## src/pkg/dct_pkg.sv

```systemverilog
// constants for the display clock and sync timing block
// assumes one 250 MHz base clock and a plain register port
package dct_pkg;
    // base clock and encoder pixel clock figures
    localparam int BASE_FREQ_KHZ = 250000;
    localparam int ENC_FREQ_KHZ  = 27000;
    localparam int ENC_TOL_PCT   = 10;
    localparam int PCT_FULL      = 100;
    localparam int FRAC_BITS     = 4;
    localparam int FRAC_STEPS    = 1 << FRAC_BITS;
    // widths
    localparam int ADDR_W  = 8;
    localparam int DATA_W  = 32;
    localparam int DIV_W   = 12;
    localparam int RATIO_W = 4;
    localparam int EDGE_W  = 8;
    localparam int CNT_W   = 12;
    localparam int ERR_W   = 14;
    localparam int POS_W   = 11;
    localparam int PIX_W   = 8;
    localparam int CTRL_W  = 8;
    localparam int LIM_W   = 16;
    // encoder divisor window in sixteenths of a base clock per unit ratio
    localparam int ENC_DIV_MIN = (FRAC_STEPS * BASE_FREQ_KHZ * PCT_FULL
        + ENC_FREQ_KHZ * (PCT_FULL + ENC_TOL_PCT) - 1)
        / (ENC_FREQ_KHZ * (PCT_FULL + ENC_TOL_PCT));
    localparam int ENC_DIV_MAX = (FRAC_STEPS * BASE_FREQ_KHZ * PCT_FULL)
        / (ENC_FREQ_KHZ * (PCT_FULL - ENC_TOL_PCT));
    // register offsets
    localparam logic [ADDR_W-1:0] REG_CTRL  = 8'h00;
    localparam logic [ADDR_W-1:0] REG_DIV   = 8'h04;
    localparam logic [ADDR_W-1:0] REG_RATIO = 8'h08;
    localparam logic [ADDR_W-1:0] REG_EDGE  = 8'h0c;
    localparam logic [ADDR_W-1:0] REG_HTIM  = 8'h10;
    localparam logic [ADDR_W-1:0] REG_HACT  = 8'h14;
    localparam logic [ADDR_W-1:0] REG_VTIM  = 8'h18;
    localparam logic [ADDR_W-1:0] REG_VACT  = 8'h1c;
    localparam logic [ADDR_W-1:0] REG_STAT  = 8'h20;
    // control bits and field positions
    localparam int CB_EN = 0, CB_ENC = 1, CB_HPOL = 2, CB_VPOL = 3;
    localparam int CB_DPOL = 4, CB_HHALF = 5, CB_VHALF = 6, CB_DHALF = 7;
    localparam int HI_LSB = 16;
    localparam int SB_FIELD = 28, SB_OK = 29, SB_RUN = 30;
    localparam int CI_HS = 0, CI_VS = 1, CI_DV = 2, NCTL = 3;
    // reset values
    localparam logic [CTRL_W-1:0]  CTRL_RST  = 8'h00;
    localparam logic [DIV_W-1:0]   DIV_RST   = 12'h094;
    localparam logic [RATIO_W-1:0] RATIO_RST = 4'h1;
    localparam logic [EDGE_W-1:0]  RISE_RST  = 8'h00;
    localparam logic [EDGE_W-1:0]  FALL_RST  = 8'h04;
    localparam logic [CNT_W-1:0]   HTOT_RST  = 12'h35a;
    localparam logic [CNT_W-1:0]   HSW_RST   = 12'h001;
    localparam logic [CNT_W-1:0]   HST_RST   = 12'h08a;
    localparam logic [CNT_W-1:0]   HWD_RST   = 12'h2d0;
    localparam logic [CNT_W-1:0]   VTOT_RST  = 12'h20d;
    localparam logic [CNT_W-1:0]   VSW_RST   = 12'h003;
    localparam logic [CNT_W-1:0]   VST_RST   = 12'h016;
    localparam logic [CNT_W-1:0]   VHT_RST   = 12'h1e0;
endpackage

```

## src/rtl/dct_display_timing.sv

```systemverilog
// pixel clock divider, sync and data-valid generator for panel or encoder
// assumes clk_sys is the 250 MHz base clock and software on a plain port
// Functional notes
// - integer quotient gives every pixel period exactly that many base clocks
// - fractional quotient gives floor or floor+1 periods, exact mean
// - divisor is ratio times the base clocks per pixel period, in sixteenths
// - control edges sit on a half base clock grid
// - data bus changes only on whole base clock boundaries
// - each counter derives offset, period and edges from its settings
// - horizontal counter period is the total line length
// - fall point is half clock times ceil of twice fall over ratio
// - rise point is half clock times ceil of twice rise over ratio
// - clock low from rise point to fall point, high the rest
// - encoder mode moves one 8-bit component per pixel clock
// - encoder mode pixel clock is 27 MHz within ten percent
// - encoder mode syncs active low, data valid active high
// - encoder mode hsync low exactly one pixel at each row
// - encoder mode vsync low at least one pixel at each field
// - odd field vsync and hsync fall together, even field apart
// - encoder mode data moves only while hsync is high
// - pixel clock edges move in half base clock steps
// - data valid gates the bus, data invalid while it is off
//
// Strobed register access and the register addresses were decided locally.
`timescale 1ns/1ps
module dct_display_timing
    import dct_pkg::*;
(
    input  wire logic              clk_sys,
    input  wire logic              reset,
    input  wire logic [ADDR_W-1:0] reg_addr,
    input  wire logic [DATA_W-1:0] reg_wdata,
    input  wire logic              reg_wr,
    input  wire logic              reg_rd,
    output logic      [DATA_W-1:0] reg_rdata,
    input  wire logic [PIX_W-1:0]  pix_data,
    output logic                   pix_take,
    output logic      [1:0]        pclk_pair,
    output logic      [1:0]        hsync_pair,
    output logic      [1:0]        vsync_pair,
    output logic      [1:0]        dvalid_pair,
    output logic      [PIX_W-1:0]  data_bus
);
    logic [CTRL_W-1:0]  ctrl_q,  ctrl_d;
    logic [DIV_W-1:0]   div_q,   div_d;
    logic [RATIO_W-1:0] ratio_q, ratio_d;
    logic [EDGE_W-1:0]  rise_q,  rise_d;
    logic [EDGE_W-1:0]  fall_q,  fall_d;
    logic [CNT_W-1:0]   htot_q,  htot_d;
    logic [CNT_W-1:0]   hsw_q,   hsw_d;
    logic [CNT_W-1:0]   hst_q,   hst_d;
    logic [CNT_W-1:0]   hwd_q,   hwd_d;
    logic [CNT_W-1:0]   vtot_q,  vtot_d;
    logic [CNT_W-1:0]   vsw_q,   vsw_d;
    logic [CNT_W-1:0]   vst_q,   vst_d;
    logic [CNT_W-1:0]   vht_q,   vht_d;
    logic [DATA_W-1:0]  rdata_q, rdata_d;
    logic [ERR_W-1:0]   err_q,   err_d;
    logic [POS_W-1:0]   pos_q,   pos_d;
    logic [CNT_W-1:0]   hcnt_q,  hcnt_d;
    logic [CNT_W-1:0]   vcnt_q,  vcnt_d;
    logic               field_q, field_d;
    logic [1:0]         pclk_q,  pclk_d;
    logic [NCTL-1:0]    act_q,   act_d;
    logic [NCTL-1:0]    prev_q;
    logic [PIX_W-1:0]   data_q,  data_d;
    logic [ERR_W-1:0]   step;
    logic [ERR_W-1:0]   acc;
    logic               pstart;
    logic               enc;
    logic               run;
    logic               rate_ok;
    logic [LIM_W-1:0]   lim_lo;
    logic [LIM_W-1:0]   lim_hi;
    logic [POS_W-1:0]   h1;
    logic [POS_W-1:0]   rise_pt;
    logic [POS_W-1:0]   fall_pt;
    logic [NCTL-1:0]    act_on;
    logic [NCTL-1:0]    half;
    logic               in_h;
    logic               in_v;

    // mode, accumulator step and encoder rate window
    assign enc     = ctrl_q[CB_ENC];
    assign step    = ERR_W'({ratio_q, {FRAC_BITS{1'b0}}});
    assign acc     = err_q + step;
    assign pstart  = acc >= ERR_W'(div_q);
    assign lim_lo  = LIM_W'(ENC_DIV_MIN) * LIM_W'(ratio_q);
    assign lim_hi  = LIM_W'(ENC_DIV_MAX) * LIM_W'(ratio_q);
    assign rate_ok = (LIM_W'(div_q) >= lim_lo) && (LIM_W'(div_q) <= lim_hi);
    assign run     = ctrl_q[CB_EN] && (!enc || rate_ok);
    // half step positions scaled by ratio, so no divider is needed
    assign rise_pt = POS_W'({rise_q, 1'b0});
    assign fall_pt = POS_W'({fall_q, 1'b0});

    // register writes and read answers
    always_comb
    begin
        ctrl_d  = ctrl_q;
        div_d   = div_q;
        ratio_d = ratio_q;
        rise_d  = rise_q;
        fall_d  = fall_q;
        htot_d  = htot_q;
        hsw_d   = hsw_q;
        hst_d   = hst_q;
        hwd_d   = hwd_q;
        vtot_d  = vtot_q;
        vsw_d   = vsw_q;
        vst_d   = vst_q;
        vht_d   = vht_q;
        rdata_d = '0;
        if (reg_wr)
        begin
            case (reg_addr)
                REG_CTRL:  ctrl_d  = reg_wdata[CTRL_W-1:0];
                REG_DIV:   div_d   = reg_wdata[DIV_W-1:0];
                REG_RATIO: ratio_d = reg_wdata[RATIO_W-1:0];
                REG_EDGE:
                begin
                    rise_d = reg_wdata[EDGE_W-1:0];
                    fall_d = reg_wdata[HI_LSB +: EDGE_W];
                end
                REG_HTIM:
                begin
                    htot_d = reg_wdata[CNT_W-1:0];
                    hsw_d  = reg_wdata[HI_LSB +: CNT_W];
                end
                REG_HACT:
                begin
                    hst_d = reg_wdata[CNT_W-1:0];
                    hwd_d = reg_wdata[HI_LSB +: CNT_W];
                end
                REG_VTIM:
                begin
                    vtot_d = reg_wdata[CNT_W-1:0];
                    vsw_d  = reg_wdata[HI_LSB +: CNT_W];
                end
                REG_VACT:
                begin
                    vst_d = reg_wdata[CNT_W-1:0];
                    vht_d = reg_wdata[HI_LSB +: CNT_W];
                end
                default: ;
            endcase
        end
        if (reg_rd)
        begin
            case (reg_addr)
                REG_CTRL:  rdata_d[CTRL_W-1:0]  = ctrl_q;
                REG_DIV:   rdata_d[DIV_W-1:0]   = div_q;
                REG_RATIO: rdata_d[RATIO_W-1:0] = ratio_q;
                REG_EDGE:  rdata_d = {8'h00, fall_q, 8'h00, rise_q};
                REG_HTIM:  rdata_d = {4'h0, hsw_q, 4'h0, htot_q};
                REG_HACT:  rdata_d = {4'h0, hwd_q, 4'h0, hst_q};
                REG_VTIM:  rdata_d = {4'h0, vsw_q, 4'h0, vtot_q};
                REG_VACT:  rdata_d = {4'h0, vht_q, 4'h0, vst_q};
                REG_STAT:  rdata_d = {1'b0, run, rate_ok, field_q, vcnt_q, 4'h0, hcnt_q};
                default:   rdata_d = '0;
            endcase
        end
    end

    // register file storage
    always_ff @(posedge clk_sys or posedge reset)
    begin
        if (reset)
        begin
            ctrl_q  <= CTRL_RST;
            div_q   <= DIV_RST;
            ratio_q <= RATIO_RST;
            rise_q  <= RISE_RST;
            fall_q  <= FALL_RST;
            htot_q  <= HTOT_RST;
            hsw_q   <= HSW_RST;
            hst_q   <= HST_RST;
            hwd_q   <= HWD_RST;
            vtot_q  <= VTOT_RST;
            vsw_q   <= VSW_RST;
            vst_q   <= VST_RST;
            vht_q   <= VHT_RST;
            rdata_q <= '0;
        end
        else
        begin
            ctrl_q  <= ctrl_d;
            div_q   <= div_d;
            ratio_q <= ratio_d;
            rise_q  <= rise_d;
            fall_q  <= fall_d;
            htot_q  <= htot_d;
            hsw_q   <= hsw_d;
            hst_q   <= hst_d;
            hwd_q   <= hwd_d;
            vtot_q  <= vtot_d;
            vsw_q   <= vsw_d;
            vst_q   <= vst_d;
            vht_q   <= vht_d;
            rdata_q <= rdata_d;
        end
    end

    // pixel period accumulator, line and frame counters, output levels
    always_comb
    begin
        err_d   = '0;
        pos_d   = '0;
        hcnt_d  = '0;
        vcnt_d  = '0;
        field_d = 1'b0;
        if (run && pstart)
        begin
            err_d = acc - ERR_W'(div_q);
            field_d = field_q;
            vcnt_d = vcnt_q;
            if ({1'b0, hcnt_q} + 1'b1 >= {1'b0, htot_q})
            begin
                if ({1'b0, vcnt_q} + 1'b1 >= {1'b0, vtot_q})
                begin
                    vcnt_d  = '0;
                    field_d = enc && !field_q;
                end
                else
                    vcnt_d = vcnt_q + 1'b1;
            end
            else
                hcnt_d = hcnt_q + 1'b1;
        end
        else if (run)
        begin
            err_d   = acc;
            pos_d   = pos_q + POS_W'({ratio_q, 1'b0});
            hcnt_d  = hcnt_q;
            vcnt_d  = vcnt_q;
            field_d = field_q;
        end
        // clock low between rise and fall points on the half step grid
        h1 = pos_d + POS_W'(ratio_q);
        pclk_d[1] = !(run && pos_d >= rise_pt && pos_d < fall_pt);
        pclk_d[0] = !(run && h1 >= rise_pt && h1 < fall_pt);
        if (!run)
            pclk_d = 2'b11;
        act_d[CI_HS] = run && (enc ? (hcnt_d == '0) : (hcnt_d < hsw_q));
        act_d[CI_VS] = run && (vcnt_d < vsw_q || (enc && vcnt_d == '0))
            && !(enc && field_d && vcnt_d == '0 && hcnt_d < (htot_q >> 1));
        in_h = hcnt_d >= hst_q && (hcnt_d - hst_q) < hwd_q;
        in_v = vcnt_d >= vst_q && (vcnt_d - vst_q) < vht_q;
        act_d[CI_DV] = run && in_h && in_v && !(enc && act_d[CI_HS]);
        pix_take = run && pstart && act_d[CI_DV];
        data_d = '0;
        if (pix_take)
            data_d = pix_data;
        else if (act_d[CI_DV])
            data_d = data_q;
    end

    // timing state registers
    always_ff @(posedge clk_sys or posedge reset)
    begin
        if (reset)
        begin
            err_q   <= '0;
            pos_q   <= '0;
            hcnt_q  <= '0;
            vcnt_q  <= '0;
            field_q <= 1'b0;
            pclk_q  <= 2'b11;
            act_q   <= '0;
            prev_q  <= '0;
            data_q  <= '0;
        end
        else
        begin
            err_q   <= err_d;
            pos_q   <= pos_d;
            hcnt_q  <= hcnt_d;
            vcnt_q  <= vcnt_d;
            field_q <= field_d;
            pclk_q  <= pclk_d;
            act_q   <= act_d;
            prev_q  <= act_q;
            data_q  <= data_d;
        end
    end

    // polarity and optional half step delay of each control
    assign act_on[CI_HS] = !enc && ctrl_q[CB_HPOL];
    assign act_on[CI_VS] = !enc && ctrl_q[CB_VPOL];
    assign act_on[CI_DV] = enc || ctrl_q[CB_DPOL];
    assign half = {ctrl_q[CB_DHALF], ctrl_q[CB_VHALF], ctrl_q[CB_HHALF]};
    assign hsync_pair  = {half[CI_HS] ? prev_q[CI_HS] : act_q[CI_HS], act_q[CI_HS]}
                         ^ {2{!act_on[CI_HS]}};
    assign vsync_pair  = {half[CI_VS] ? prev_q[CI_VS] : act_q[CI_VS], act_q[CI_VS]}
                         ^ {2{!act_on[CI_VS]}};
    assign dvalid_pair = {half[CI_DV] ? prev_q[CI_DV] : act_q[CI_DV], act_q[CI_DV]}
                         ^ {2{!act_on[CI_DV]}};
    assign pclk_pair   = pclk_q;
    assign data_bus    = data_q;
    assign reg_rdata   = rdata_q;

    // period length helper for checks
    logic [CNT_W-1:0] len_q;
    logic             run_q;
    always_ff @(posedge clk_sys or posedge reset)
    begin
        if (reset)
        begin
            len_q <= 12'h001;
            run_q <= 1'b0;
        end
        else
        begin
            len_q <= (!run || pstart) ? 12'h001 : len_q + 1'b1;
            run_q <= run;
        end
    end

    property p_period_len;
        @(posedge clk_sys) disable iff (reset)
        run && run_q && pstart && $stable(div_q) && $stable(ratio_q)
        |-> (int'(len_q) * int'(step) > int'(div_q) - int'(step))
         && (int'(len_q) * int'(step) < int'(div_q) + int'(step));
    endproperty
    a_period_len: assert property (p_period_len) else $error("pixel period length off");
    property p_line_wrap;
        @(posedge clk_sys) disable iff (reset)
        run && pstart && {1'b0, hcnt_q} + 1'b1 == {1'b0, htot_q} ##1 run |-> hcnt_q == '0;
    endproperty
    a_line_wrap: assert property (p_line_wrap) else $error("line did not wrap");
    property p_enc_hs_one;
        @(posedge clk_sys) disable iff (reset)
        enc && act_q[CI_HS] |-> hcnt_q == '0;
    endproperty
    a_enc_hs_one: assert property (p_enc_hs_one) else $error("hsync too long");
    property p_enc_dv_hs;
        @(posedge clk_sys) disable iff (reset)
        enc && act_q[CI_DV] |-> !act_q[CI_HS] && hsync_pair == 2'b11;
    endproperty
    a_enc_dv_hs: assert property (p_enc_dv_hs) else $error("data while hsync low");
    property p_enc_pol;
        @(posedge clk_sys) disable iff (reset)
        enc && !half[CI_HS] |-> hsync_pair == {2{!act_q[CI_HS]}};
    endproperty
    a_enc_pol: assert property (p_enc_pol) else $error("hsync polarity wrong");
    property p_data_edge;
        @(posedge clk_sys) disable iff (reset)
        !$stable(data_bus) |-> $past(pstart) || !$past(run);
    endproperty
    a_data_edge: assert property (p_data_edge) else $error("data moved mid period");
    property p_field_edge;
        @(posedge clk_sys) disable iff (reset)
        enc && htot_q > 12'h003 && $rose(act_q[CI_VS]) |-> act_q[CI_HS] == !field_q;
    endproperty
    a_field_edge: assert property (p_field_edge) else $error("field sync pairing");
    property p_dv_gate;
        @(posedge clk_sys) disable iff (reset)
        !act_q[CI_DV] |-> data_bus == '0;
    endproperty
    a_dv_gate: assert property (p_dv_gate) else $error("data without valid");
    property p_vs_edge;
        @(posedge clk_sys) disable iff (reset)
        run && $rose(act_q[CI_VS]) |-> $past(pstart) || !$past(run, 2);
    endproperty
    a_vs_edge: assert property (p_vs_edge) else $error("vsync off pixel edge");
    c_take: cover property (@(posedge clk_sys) disable iff (reset) pix_take);
    c_odd: cover property (@(posedge clk_sys) disable iff (reset)
        enc && $rose(act_q[CI_VS]) && !field_q);
    c_even: cover property (@(posedge clk_sys) disable iff (reset)
        enc && $rose(act_q[CI_VS]) && field_q);
endmodule

```

## config.mk

```make
export PLATFORM = sky130hd
export DESIGN_NAME = dct_display_timing
export DESIGN_NICKNAME = d
export VERILOG_FILES = /design/src/pkg/dct_pkg.sv /design/src/rtl/dct_display_timing.sv
export SDC_FILE = /design/constraint.sdc
export NUM_CORES = 1
export LEC_CHECK = 0
export ABC_AREA = 1
export BUFFER_PORTS_ARGS = -buffer_cell sky130_fd_sc_hd__buf_2
export CORE_ASPECT_RATIO = 0.75
export CORE_MARGIN = 2
export CORE_UTILIZATION = 40
export CTS_CLUSTER_DIAMETER = 30
export DETAILED_ROUTE_END_ITERATION = 10
export GPL_ROUTABILITY_DRIVEN = 1
export PLACE_DENSITY_LB_ADDON = 0.2
export SETUP_SLACK_MARGIN = 0.2
export SYNTH_ARGS = -nofsm -noshare
export SYNTH_HDL_FRONTEND = slang
export SYNTH_SLANG_ARGS = --single-unit
```

## constraint.sdc

```tcl
create_clock -name clk_sys -period 11 [get_ports clk_sys]
set_input_delay 0.55 -clock clk_sys [delete_from_list [all_inputs] [get_ports clk_sys]]
set_output_delay 0.55 -clock clk_sys [all_outputs]
set_load 0.03 [all_outputs]
```

==> impl_metrics.csv <==
group,metric,value,unit
critical_path,cp_max_fo,18,
cells_and_area,drive_above_1_share,12.13,%
floorplan,std_cell_rows,64,
logic_synthesis,synthArstFlopShare,100.0,%
cells_and_area,diodes,0,
cells_and_area,fill_cells,4015,
logic_synthesis,syn_avg_cell_area,7.812,um^2
routing,route.met3.wl,5.506,mm
pwr,leakage,9.494,nW
timing,holdWs,0.09327,ns
logic_synthesis,ys_seq_elements,229,
routing,finalWirelength,56.69,mm
pwr,power.density,174.2,nW/um^2
timing,slew_headroom,25.53,%
run,max_cap_violations,0,
routing,drtPass1Iterations,6,
floorplan,dieArea,42430,um^2
clock_tree,clock_path_buffers,3,
critical_path,cp-end-kind,"primary output",
grt,grt-ovfl-total,0,
place,dp_hpwl,43.60,mm
floorplan,initial_core_util,40.26,%
logic_synthesis,yosysSeqAreaShare,35.39,%
pwr,vdd_ir_drop_max,0.1561,mV
clock_tree,clock_sinks,229,
clock_tree,cts_resized,0,
cells_and_area,syn_to_final_growth,17.00,%
routing,vias,14820,
run_status,run_status,"finished, final reports clean",
cells_and_area,multi_input_area,9041,um^2
clock_tree,clock_latency,0.57,ns
cells_and_area,largest_reg_flops,27,
clock_tree,ctsHoldBuffers,0,
logic_synthesis,yosysTopAreaCellShare,29.91,%
hold_path,hp-class,"in -> async",
timing,hold_viol,0,
critical_path,startpoint,"ratio_q[2]$_DFFE_PP0P_",
floorplan,die_h,178.9,um
logic_synthesis,synth.largest_area_cell,"dfrtp_1",
clock_tree,path_clk_slew,0.05,ns
logic_synthesis,syn_inst,2088,
logic_synthesis,ys_types,54,
timing,setup_viol,0,
grt,grt_pass1_vias,13910,
routing,drc_errors,0,
timing,min_period,9.927,ns
critical_path,cpPeakStageDelay,0.65,ns
logic_synthesis,netlist_area,16310,um^2
timing,rsz0062_at_grt,"false",
critical_path,crit_path_end,"pix_take",
timing,finalClockSkew,0.02885,ns
place,finalWeightedCongestion,0.9637,
grt,grt.total_usage,26.91,%
timing,final_max_slew_viol_count,0,
critical_path,worstReg2RegStart,"ratio_q[2]$_DFFE_PP0P_",
floorplan,io_pins,101,
critical_path,startpoint_type,"flip-flop",
routing,wl_per_cell,20.52,um
cells_and_area,seqCellArea,5776,um^2
critical_path,r2r_end,"act_q[2]$_DFF_PP0_",
floorplan,die_w,237.2,um
timing,finalSetupTns,0,ns
timing,min_period_over_period,90.25,%
logic_synthesis,yosys-top-cells-area,"dfrtp_1 (30%), ha_1 (15%), nand2_1 (11%)",
routing,final_antenna_net_count,0,
clock_tree,cts_tree,"done",
critical_path,cp_top_family,"simple AND/OR/NAND/NOR gates",
cells_and_area,final_nets,2453,
routing,top_layer_used,"met4",
timing,tightest_slew,1.114,ns
routing,drtIter0Drc,1402,
critical_path,worstPathArrival,9.38,ns
critical_path,path_buf_inv,5,
critical_path,critical_path_class,"reg -> out",
routing,vias_per_cell,5.364,
logic_synthesis,yosys_warnings,0,
clock_tree,numCtsBuffers,52,
clock_tree,cts_setup_buffers,0,
grt,antenna_found_initial,2,
logic_synthesis,synthTopCellsByCount,"nand2_1 (461), inv_1 (329), ha_1 (200), dfrtp_1 (195), o21ai_0 (179)",
timing,max_freq,100.7,MHz
critical_path,crit_top_cell,"nand2_1",
floorplan,coreArea,40520,um^2
place,portBuffers,87,
logic_synthesis,synth.most_common_cell,"nand2_1",
clock_tree,cts-root-buf,"clkbuf_16",
grt,grt_pass1_wl,85.02,mm
logic_synthesis,synth_ff_type,"dfrtp_1",
routing,wl_met1,27.14,mm
grt,grt_max_degree,107,
clock_tree,cts_max_level,2,
logic_synthesis,synth_edf_count,0,
critical_path,cp_num_cells,41,
critical_path,cp.required,10.45,ns
critical_path,worst_r2r_path_depth,40,
routing,met2RoutedLength,22.67,mm
critical_path,r2r_slack,2.34,ns
critical_path,slowest_stage,"nor2_4",
## logic make-up (layout without fill, tap and decap cells)
kind of cell    count (synthesis)  after routing  synth area share, %
simple gates                  748            748                19.44
compound gates                429            429                15.05
buf+inv                       391            533                9.274
flops                         229            229                35.39
fa+ha+maj                     209            209                16.45
xor+xnor                       78             78                4.188
mux                             3              3               0.1841
other cells                     1              5              0.02299
## metal layers
metal,track usage [%],up-vias
met5,0,-
met4,7.233,0
met3,6.713,78
met2,37.87,579
met1,40.53,7046
li1,-,7113
## cell type report
cell class | count | share of cell area, %
clock inverters | 31 | 1.816
inverters | 336 | 6.648
well taps | 528 | 3.462
flip-flops and latches | 229 | 30.26
multi-input cells | 1472 | 47.37
repair buffers | 101 | 2.832
clock buffers | 65 | 7.605
## per-stage QoR
stage	std cells	total power, mW	util [%]	cell area, um^2	setup WS [ns]
2_1_floorplan	2092	1.530	-	16330	2.903
3_3_place_gp	2666	1.728	42.66	17280	1.512
3_5_place_dp	2666	1.744	42.66	17280	1.411
4_1_cts	2762	3.337	47.09	19080	0.7939
5_1_grt	2762	3.504	47.10	19080	0.4112
6_report	2762	3.325	47.10	19080	1.073
## worst register-to-register path, delay by kind of cell (launching register included)
family,cells,cell delay (ns)
buffers and inverters,5,0.67
adder cells (fa/ha/maj),7,2.48
XOR/XNOR,2,0.43
AO/OA/AOI/OAI,5,1.29
AND/OR/NAND/NOR,21,3.10
flip-flops,1,0.59
## worst min-delay path by stage
| stage | from | endpoint | slack (ns) | depth (start not counted) |
|---|---|---|---|---|
| 2_1_floorplan | act_q[0]$_DFF_PP0_ | prev_q[0]$_DFF_PP0_ | 0.39 | 0 |
| 3_3_place_gp | act_q[0]$_DFF_PP0_ | prev_q[0]$_DFF_PP0_ | 0.40 | 0 |
| 3_5_place_dp | act_q[1]$_DFF_PP0_ | prev_q[1]$_DFF_PP0_ | 0.41 | 0 |
| 4_1_cts | reset | reg_rdata[29]$_DFF_PP0_ | 0.14 | 2 |
| 5_1_grt | reset | reg_rdata[30]$_DFF_PP0_ | 0.18 | 2 |
| 6_report | reset | reg_rdata[30]$_DFF_PP0_ | 0.09 | 2 |
## cell usage in the layout, fill, tap and decap left out, types with 5 or more instances in the layout
master / count
o21bai_1: 10
clkinv_1: 5
xor2_1: 51
o211ai_1: 8
inv_1: 328
buf_2: 87
nand2_2: 12
clkinvlp_4: 7
a21oi_1: 121
dfstp_2: 34
o22ai_1: 33
fa_1: 9
buf_4: 14
nor3_1: 20
a211oi_1: 9
a221oi_1: 18
nor2_1: 135
ha_1: 200
nand3_2: 5
nand2_1: 461
nand4_1: 47
a31oi_1: 17
clkinv_2: 8
inv_6: 5
clkbuf_8: 8
clkbuf_16: 53
dfrtp_1: 193
bufinv_16: 5
nand3_1: 48
conb_1: 5
a21o_1: 5
o21ai_0: 179
nor2_2: 6
xnor2_1: 27
o21ai_1: 5
## power by group
group	switching [mW]	internal [mW]
clock	0.523	1.06
combinational	0.523	0.299
sequential	0.0414	0.883
total	1.09	2.24
Note: power is estimated with default switching activity, not from simulation.
